File: config.mk
export PLATFORM = sky130hd
export DESIGN_NAME = monitor_alert_status_mask
export DESIGN_NICKNAME = d
export VERILOG_FILES = /design/src/inc/alert_pkg.sv /design/src/hw/monitor_alert_status_mask.sv /design/src/hw/flag_latch.sv
export SDC_FILE = /design/constraint.sdc
export NUM_CORES = 1
export LEC_CHECK = 0
export BUFFER_PORTS_ARGS = -buffer_cell sky130_fd_sc_hd__buf_2
export CAP_MARGIN = 20
export CORE_MARGIN = 2
export CORE_UTILIZATION = 30
export DETAILED_ROUTE_END_ITERATION = 7
export PLACE_DENSITY = 0.51
export SYNTH_ARGS = -nofsm -noshare
export SYNTH_HDL_FRONTEND = slang
export SYNTH_SLANG_ARGS = --single-unit
File: constraint.sdc
create_clock -name i_clk -period 2.29 [get_ports i_clk]
set_input_delay 0.1145 -clock i_clk [delete_from_list [all_inputs] [get_ports i_clk]]
set_output_delay 0.1145 -clock i_clk [all_outputs]
set_load 0.005 [all_outputs]
File: src/inc/alert_pkg.sv
// constants and carrier types for the monitor alert status and mask logic
package alert_pkg;
   localparam logic [7:0] CONFIG_OFFSET = 8'h00;
   localparam logic [7:0] STATUS_A_OFFSET = 8'h01;
   localparam logic [7:0] STATUS_B_OFFSET = 8'h02;
   localparam logic [7:0] MASK_A_OFFSET = 8'h03;

   localparam logic [7:0] STATUS_A_RESET = 8'h00;
   localparam logic [7:0] STATUS_B_RESET = 8'h00;
   localparam logic [7:0] MASK_A_RESET = 8'h00;
   localparam logic [7:0] CONFIG_RESET = 8'h08;
   // idle pin levels of {alert in, chassis, board temp}
   localparam logic [2:0] PIN_SYNC_RESET = 3'h5;

   localparam int CFG_ALERT_EN_BIT = 1;
   localparam int CFG_POLARITY_BIT = 2;
   localparam int CFG_PAUSE_BIT = 3;

   localparam int A_ALERT_IN_BIT = 7;
   localparam int B_TEMP_BIT = 0;
   localparam int B_BOARD_TEMP_BIT = 1;
   localparam int B_FAN_ONE_BIT = 2;
   localparam int B_FAN_TWO_BIT = 3;
   localparam int B_CHASSIS_BIT = 4;
   localparam int B_OVERTEMP_BIT = 5;
   localparam int B_USED_BITS = 6;

   localparam int VOLTAGE_CHANNELS = 7;
   localparam int FLAG_COUNT = 8 + B_USED_BITS;

   typedef struct packed {
      logic rd;
      logic wr;
      logic [7:0] addr;
      logic [7:0] wdata;
   } reg_req_s;

   typedef struct packed {
      logic [VOLTAGE_CHANNELS-1:0] voltage_out_of_range;
      logic temp_limit_cross;
      logic overtemp_limit_cross;
      logic fan_speed_one_exceeded;
      logic fan_speed_two_exceeded;
   } monitor_events_s;

   typedef struct packed {
      logic flag;
   } flag_state_s;
endpackage : alert_pkg

File: src/hw/monitor_alert_status_mask.sv
// status flags, mask, configuration bits and alert output of the monitor
`timescale 1ns/1ps
//
// Overview of operation
// low alert input pin sets status A bit 7
// voltage channel out of range sets bits 0-6
// overtemp crossing sets status B bit 5
// chassis intrusion pin high sets B bit 4
// fan limits set B bits 2 and 3
// board temp input event sets B bit 1
// temperature limit crossing sets B bit 0
// status registers read-only, zero reset, B[7:6] zero
// mask register at 0x03, reset zero
// set mask bit removes flag from alert
// alert driven when enabled; bit 2 polarity
// config bit 3 pauses monitoring and alert
// alert is OR of unmasked status A flags
// flags clear on read, re-set if persisting
module monitor_alert_status_mask (
   input wire logic i_clk,
   input wire logic i_reset_n,
   input alert_pkg::reg_req_s i_reg_req,
   input alert_pkg::monitor_events_s i_events,
   input wire logic i_temp_event_mode,
   input wire logic i_overtemp_event_mode,
   input wire logic i_alert_in_n,
   input wire logic i_chassis_intrusion_input,
   input wire logic i_board_temp_input_n,
   output logic [7:0] o_reg_rdata,
   output logic o_alert,
   output logic o_alert_oe,
   output logic o_monitor_pause
);
   typedef struct packed {
      logic [2:0] sync_a;
      logic [2:0] sync_b;
      logic [2:0] cfg;
      logic [7:0] mask_a;
      logic temp_prev;
      logic overtemp_prev;
      logic [7:0] rdata;
      logic alert;
      logic alert_oe;
      logic pause;
   } state_s;

   state_s state;
   state_s next_state;
   logic [alert_pkg::FLAG_COUNT-1:0] flag_set;
   logic [alert_pkg::FLAG_COUNT-1:0] flag_clear;
   logic [alert_pkg::FLAG_COUNT-1:0] flags;
   logic [7:0] status_a;
   logic [7:0] status_b;
   logic [7:0] cfg_value;
   logic alert_in_low;
   logic chassis_high;
   logic board_temp_low;
   logic monitoring;
   logic temp_set;
   logic overtemp_set;
   logic rd_a;
   logic rd_b;
   logic alert_active;

   // pins arrive asynchronously: sync_x[2:0] = {alert_in, chassis, board temp}
   assign alert_in_low = ~state.sync_b[2];
   assign chassis_high = state.sync_b[1];
   assign board_temp_low = ~state.sync_b[0];
   assign monitoring = ~state.pause;

   // mode 1 catches the crossing edge, mode 0 follows the level
   assign temp_set = monitoring & (i_temp_event_mode ?
      (i_events.temp_limit_cross & ~state.temp_prev) : i_events.temp_limit_cross);
   assign overtemp_set = monitoring & (i_overtemp_event_mode ?
      (i_events.overtemp_limit_cross & ~state.overtemp_prev) :
      i_events.overtemp_limit_cross);

   always_comb begin
      flag_set = '0;
      flag_set[alert_pkg::VOLTAGE_CHANNELS-1:0] =
         i_events.voltage_out_of_range & {alert_pkg::VOLTAGE_CHANNELS{monitoring}};
      flag_set[alert_pkg::A_ALERT_IN_BIT] = alert_in_low;
      flag_set[8 + alert_pkg::B_TEMP_BIT] = temp_set;
      flag_set[8 + alert_pkg::B_BOARD_TEMP_BIT] = board_temp_low;
      flag_set[8 + alert_pkg::B_FAN_ONE_BIT] = i_events.fan_speed_one_exceeded;
      flag_set[8 + alert_pkg::B_FAN_TWO_BIT] = i_events.fan_speed_two_exceeded;
      flag_set[8 + alert_pkg::B_CHASSIS_BIT] = chassis_high;
      flag_set[8 + alert_pkg::B_OVERTEMP_BIT] = overtemp_set;
   end

   assign rd_a = i_reg_req.rd && (i_reg_req.addr == alert_pkg::STATUS_A_OFFSET);
   assign rd_b = i_reg_req.rd && (i_reg_req.addr == alert_pkg::STATUS_B_OFFSET);
   assign flag_clear = {{alert_pkg::B_USED_BITS{rd_b}}, {8{rd_a}}};

   genvar gi;
   generate
      for (gi = 0; gi < alert_pkg::FLAG_COUNT; gi++) begin : g_flag
         flag_latch u_flag (
            .i_clk(i_clk),
            .i_reset_n(i_reset_n),
            .i_set(flag_set[gi]),
            .i_clear(flag_clear[gi]),
            .o_flag(flags[gi])
         );
      end
   endgenerate

   assign status_a = flags[7:0];
   assign status_b = {2'h0, flags[alert_pkg::FLAG_COUNT-1:8]};
   assign cfg_value = {4'h0, state.cfg, 1'b0};

   // unmasked flags of status A combined, then polarity applied
   assign alert_active = |(status_a & ~state.mask_a);

   always_comb begin
      next_state = state;
      next_state.sync_a = {i_alert_in_n, i_chassis_intrusion_input, i_board_temp_input_n};
      next_state.sync_b = state.sync_a;
      next_state.temp_prev = i_events.temp_limit_cross;
      next_state.overtemp_prev = i_events.overtemp_limit_cross;
      if (i_reg_req.wr) begin
         case (i_reg_req.addr)
            alert_pkg::CONFIG_OFFSET: begin
               next_state.cfg =
                  i_reg_req.wdata[alert_pkg::CFG_PAUSE_BIT:alert_pkg::CFG_ALERT_EN_BIT];
            end
            alert_pkg::MASK_A_OFFSET: begin
               next_state.mask_a = i_reg_req.wdata;
            end
            default: begin
               next_state.mask_a = state.mask_a; // status registers ignore writes
            end
         endcase
      end
      if (i_reg_req.rd) begin
         case (i_reg_req.addr)
            alert_pkg::CONFIG_OFFSET: next_state.rdata = cfg_value;
            alert_pkg::STATUS_A_OFFSET: next_state.rdata = status_a;
            alert_pkg::STATUS_B_OFFSET: next_state.rdata = status_b;
            alert_pkg::MASK_A_OFFSET: next_state.rdata = state.mask_a;
            default: next_state.rdata = 8'h00;
         endcase
      end
      // new config acts on the outputs at the edge that writes it
      next_state.pause = next_state.cfg[alert_pkg::CFG_PAUSE_BIT-1];
      next_state.alert_oe = next_state.cfg[alert_pkg::CFG_ALERT_EN_BIT-1] &
         ~next_state.cfg[alert_pkg::CFG_PAUSE_BIT-1];
      if (next_state.cfg[alert_pkg::CFG_POLARITY_BIT-1]) begin
         next_state.alert = next_state.alert_oe & alert_active;
      end else begin
         next_state.alert = ~(next_state.alert_oe & alert_active);
      end
   end

   always_ff @(posedge i_clk) begin
      if (!i_reset_n) begin
         state <= '0;
         state.sync_a <= alert_pkg::PIN_SYNC_RESET;
         state.sync_b <= alert_pkg::PIN_SYNC_RESET;
         state.cfg <=
            alert_pkg::CONFIG_RESET[alert_pkg::CFG_PAUSE_BIT:alert_pkg::CFG_ALERT_EN_BIT];
         state.mask_a <= alert_pkg::MASK_A_RESET;
         state.pause <= alert_pkg::CONFIG_RESET[alert_pkg::CFG_PAUSE_BIT];
         state.alert <= 1'b1;
      end else begin
         state <= next_state;
      end
   end

   assign o_reg_rdata = state.rdata;
   assign o_alert = state.alert;
   assign o_alert_oe = state.alert_oe;
   assign o_monitor_pause = state.pause;
endmodule : monitor_alert_status_mask

File: src/hw/flag_latch.sv
// one sticky status flag: set wins over clear
`timescale 1ns/1ps
module flag_latch (
   input wire logic i_clk,
   input wire logic i_reset_n,
   input wire logic i_set,
   input wire logic i_clear,
   output logic o_flag
);
   alert_pkg::flag_state_s state;
   alert_pkg::flag_state_s next_state;

   always_comb begin
      next_state = state;
      if (i_set) begin
         next_state.flag = 1'b1;
      end else if (i_clear) begin
         next_state.flag = 1'b0;
      end
   end

   always_ff @(posedge i_clk) begin
      if (!i_reset_n) begin
         state <= '0;
      end else begin
         state <= next_state;
      end
   end

   assign o_flag = state.flag;
endmodule : flag_latch

* Yosys cells after proc, flatten, opt, wreduce, memory -nomap -nowiden
Cells that the tools add are included.
** Word-level totals
- Flip-flop bits (word level) :: 44
- Bits of input ports :: 36
- Output and inout port bits :: 11
- Logic and storage cells :: 83
** Operators by class
- Equality and inequality tests :: 5
- Multiplexer cells :: 23
- Bitwise operators :: 14
- Reduce and logical (&&, ||, !) cells :: 17
** Operator list (count)
- $pmux 8 s4 :: 1
- $reduce_bool 2->1 :: 12
- $mux 1 :: 19
- $eq 8x2->1 const B :: 2
- $mux 11 :: 1
- $and 8x8->8 :: 1
- $eq 8x1->1 const B :: 1
- $logic_not 8->1 :: 1
- $mux 8 :: 1
- $not 8->8 :: 1
- $reduce_or 8->1 :: 1
- $and 7x7->7 :: 1
- $and 1x1->1 :: 6
- $not 1->1 :: 5
- $ne 2x1->1 const B :: 2
- $mux 3 :: 1
- $logic_and 1x1->1 :: 2
- $reduce_and 2->1 :: 1

* Depth between registers and ports, before layout
- Depth in word-level cells :: 8
- Gate-level depth with buffers :: 7

* Modules after synthesis
A second synthesis with hierarchy kept.
** Unflattened totals
- Cell total of the unflattened synthesis :: 208
- Area total of the unflattened synthesis :: 2014.4 µm²
** By module, submodules not included
- monitor_alert_status_mask :: instances 1, cells an instance 166, area an instance 1436.4 µm², seq. area each 580.6 µm²
- flag_latch :: instances 14, cells an instance 3, area an instance 41.3 µm², seq. area each 20.0 µm²

* Worst setup path before layout
OpenSTA, ideal clock, no wires.
- Kind :: input -> register
- Start :: input i_reg_req[13] (netlist name)
- End :: register state (netlist bit o_alert)
- Arrival :: 1.767 ns
- Required time :: 2.227 ns
- Path slack :: 0.459 ns
- Cell stages on the path :: 6
- Buffers on the path :: 1
- Path through :: or4_4 or4_1 buf_4 mux2i_2 nor4_1 nand3b_1
** Between the ends
- Word-level cells in the longest chain between the ends :: 8
** RTL lines
- start: declaration :: line monitor_alert_status_mask.sv:22 : input alert_pkg::reg_req_s i_reg_req,
- $logic_not 8->1 * :: line monitor_alert_status_mask.sv:122 : case (i_reg_req.addr)
- $mux 3 * :: line monitor_alert_status_mask.sv:122
- $mux 11 * :: line monitor_alert_status_mask.sv:121 : if (i_reg_req.wr) begin
- $not 1->1 :: line monitor_alert_status_mask.sv:147 : ~next_state.cfg[alert_pkg::CFG_PAUSE_BIT-1];
- $and 1x1->1 :: line monitor_alert_status_mask.sv:146 : next_state.alert_oe = next_state.cfg[alert_pkg::CFG_ALERT_EN_BIT-1] &
- $and 1x1->1 :: line monitor_alert_status_mask.sv:149, monitor_alert_status_mask.sv:151
- $not 1->1 :: line monitor_alert_status_mask.sv:151 : next_state.alert = ~(next_state.alert_oe & alert_active);
- $mux 1 * :: line monitor_alert_status_mask.sv:148 : if (next_state.cfg[alert_pkg::CFG_POLARITY_BIT-1]) begin
- end signal: assignment :: line monitor_alert_status_mask.sv:166 : state <= next_state;
- end: declaration :: line monitor_alert_status_mask.sv:47 : state_s state;
Mark *: on every way between the ends. The rest lies on a longest branch, timed or not.
A chain may end at the register's enable or synchronous reset.

* Final worst setup path
Ends and elaborated chain as after synthesis.

==> summary.md <==
| Metric | Value |
|---|---|
| Status | `finished, final reports clean` |
| Synthesized area | `1908 um^2` |
| # DRC | `0` |
| Root Driver | `clkbuf_8` |
| Worst skew pair latency | `0.30 ns` |
| I/O pin count | `47` |
| Critical path, cell by cell | `buf_2, or4_4, or4_1, mux2i_2, nor4_1, nand3b_1` |
| DRT Wirelength | `around 4.1 mm` |
| DR vias | `1,413` |
| Final Hold Fails | `0` |
| Fin crit period | `around 1.8 ns` |
| Unrepaired setup endpoints after global routing | `false` |
| Routability cong. | `0.7773` |
| All-Layer GR Usage | `0.1239` |
| Maximum buffer depth of the clock tree | `2` |
| Final core utilization | `0.3623` |
| Synthesized Nets | `234` |
| Share of cells above drive strength 1 | `0.2743` |
| Wire length per cell | `13.20 um` |
| Static Leak | `0.9388 nW` |
| Worst-path fanout max | `6` |
| Post-Route Skew | `0.006510 ns` |
| Worst R2R Path Depth | `4` |
| Max Slew Vio Count | `0` |
| Worst setup margin | `0.4575 ns` |
| Hold WC Path Type | `input port to flop` |
| Post-CTS setup buffers | `0` |
| Critical Path Max Stage Delay | `0.65 ns` |
| Die Y | `~84 um` |
| Final period utilization | `0.8002` |
| Total power | `0.001379 W` |
| Worst slack, placed | `0.1513 ns` |
| Mean area per synthesized cell | `9.637 um^2` |
| Reg clk slew, reported paths | `0.08 ns` |
| Worst Path Required | `2.53 ns` |
| Number of synthesized flops with an enable pin | `0` |
| Initial DRT Pass Iterations | `4` |
| Pwr per Cell Area | `609.7 nW/um^2` |
| YS warnings | `0` |
| Die Wd | `83.75 um` |
| Remaining global-route overflow | `0` |
| Worst EP arrival | `approximately 2.1 ns` |
| Worst hold slack | `0.02264 ns` |
| Crit path max-delay cell type | `or4_1` |
| Critical Path End Type | `flop` |
| Dominant cells by area after synthesis | `dfxtp_1 (45%), nor2b_1 (9.8%), mux2i_1 (5.8%)` |
| Layout net count | `between 200 and 300` |
| Detailed placement HPWL | `around 3.1 mm` |
| Final TNS setup | `0 ns` |
| Initial Utilization | `0.3057` |
| Vias in the first global route | `between 1,000 and 1,500` |
| Worst setup SP type | `input port` |
| Area growth from synthesis to layout | `18.49%` |
| MaxCap Viol Count | `0` |
| Setup Crit Path Kind | `input port to flop` |
| Cts bufs inserted | `5` |
| Fmax | `545.7 MHz` |
| Synth top area share | `0.4511` |
| CTS tree | `done` |
| Synth unique cells | `32` |
| Ant diodes | `0` |
| Port bufs | `46` |
| Register area share after synthesis | `0.4511` |
| Hold path depth | `2` |
| Setup Viol. Count Final | `0` |
| First-pass GRT wire length | `6.748 mm` |
| Relative slew slack | `0.5847` |
| Max VDD drop | `0.0002728 V` |
| Clk sink count | `43` |
| Core area | `6241 um^2` |
| Syn Inst Count | `198` |
| Synth async-reset ratio | `0` |
| Synthesized flop and latch total | `43` |
| Vias/cell | `4.500` |
| Slew @ Worst Pin | `approximately 0.62 ns` |
| Initial antenna violation count | `0` |
| Main synth FF type | `dfxtp_1` |
| First DRT Iteration DRCs | `77` |
| Detail Route Antenna Nets | `0` |
| Cell Rows | `29` |
| Pin count of the biggest net entering global routing | `44` |
| Die area | `7014 um^2` |
| Synth area leader | `dfxtp_1` |
| H-tree depth | `2` |
## stage by stage
stage / cell area [um^2] / instances
CTS: 2261 / 314
finish: 2261 / 314
detailed placement: 2141 / 304
floorplan: 1908 / 198
global placement: 2141 / 304
global route: 2261 / 314
## kinds of logic (layout without fill, tap and decap cells)
family	count (synthesis)	count (layout)	synth area share
AO/OA/AOI/OAI	34	34	0.1108
buffers and inverters	31	70	0.07869
multiplexers	18	18	0.1180
AND/OR/NAND/NOR	72	72	0.2413
flip-flops	43	43	0.4511
## cell type report
| type | instances | area (um^2) |
|---|---|---|
| Fill cell | 653 | 3980 |
| Multi-Input combinational cell | 124 | 897.1 |
| Sequential cell | 43 | 860.8 |
| Timing Repair Buffer | 49 | 257.7 |
| Clock buffer | 8 | 100.1 |
| Tap cell | 77 | 96.34 |
| Inverter | 13 | 48.80 |
## routing by layer
| layer | share of wire | routed length (um) | track usage | up-vias |
|---|---|---|---|---|
| li1 | - | - | - | 739 |
| met1 | 0.47 | 1962 | 0.1574 | 630 |
| met2 | 0.45 | 1871 | 0.2007 | 38 |
| met3 | 0.059 | 244 | 0.03561 | 6 |
| met4 | 0.016 | 66 | 0.04399 | 0 |
| met5 | 0 | 0 | 0 | - |
## critical path: cells and delay by family
kind                   cells  cell delay, ns
buffers and inverters      1            0.10
muxes                      1            0.24
and+or+nand+nor            4            1.62
## sequential cells by signal, summed over array words and instances, names as in the netlist
| name | count |
|---|---|
| cfg_value | 3 |
| chassis_high | 1 |
| g_flag.u_flag.o_flag | 14 |
| next_state | 3 |
| o_alert | 1 |
| o_alert_oe | 1 |
| o_reg_rdata | 8 |
| state | 12 |
## repair_timing
action | in CTS | in global routing
hold buffers | 2 | 0
setup endpoints to repair | 0 | 0
hold endpoints to repair | 2 | 0
gates resized for setup | 0 | 0
## path summary, 6_finish.rpt
| check | startpoint | end | slack, ns |
|---|---|---|---|
| hold / removal | i_chassis_intrusion_input | next_state[25] | 0.02 |
| setup reg to reg | cfg_value[3] | o_alert | 0.95 |
| hold reg to reg | next_state[26] | state[26] | 0.41 |
| setup / recovery | i_reg_req[13] | o_alert | 0.46 |
## where the power goes
group          total (W)  leakage, nW  switching, W  internal (W)
clock network   0.000524       0.0515      0.000248      0.000275
registers       0.000764        0.349    0.00000479      0.000760
logic          0.0000905        0.538     0.0000410     0.0000495
total            0.00138        0.939      0.000294       0.00108
## Yosys cell counts (all sizes together) (6+ instances only)
| master | count |
|---|---|
| nand2 | 6 |
| buf | 10 |
| clkbuf | 8 |
| nand2b | 11 |
| nor2b | 30 |
| and2 | 9 |
| dfxtp | 43 |
| inv | 13 |
| o22ai | 7 |
| a21oi | 12 |
| mux2i | 12 |
| a21boi | 7 |
## cell usage in the layout, fill, tap and decap left out, types with 3 or more instances in the layout
cell type / count
a21boi_0: 7
a21oi_1: 12
a22oi_1: 3
and2_1: 8
buf_2: 46
clkbuf_8: 7
dfxtp_1: 43
inv_1: 13
mux2_2: 3
mux2i_1: 11
mux4_2: 3
nand2_1: 6
nand2b_1: 11
nand3_1: 3
nor2b_1: 30
o22ai_1: 7
Power figures use the tool's default switching activity.
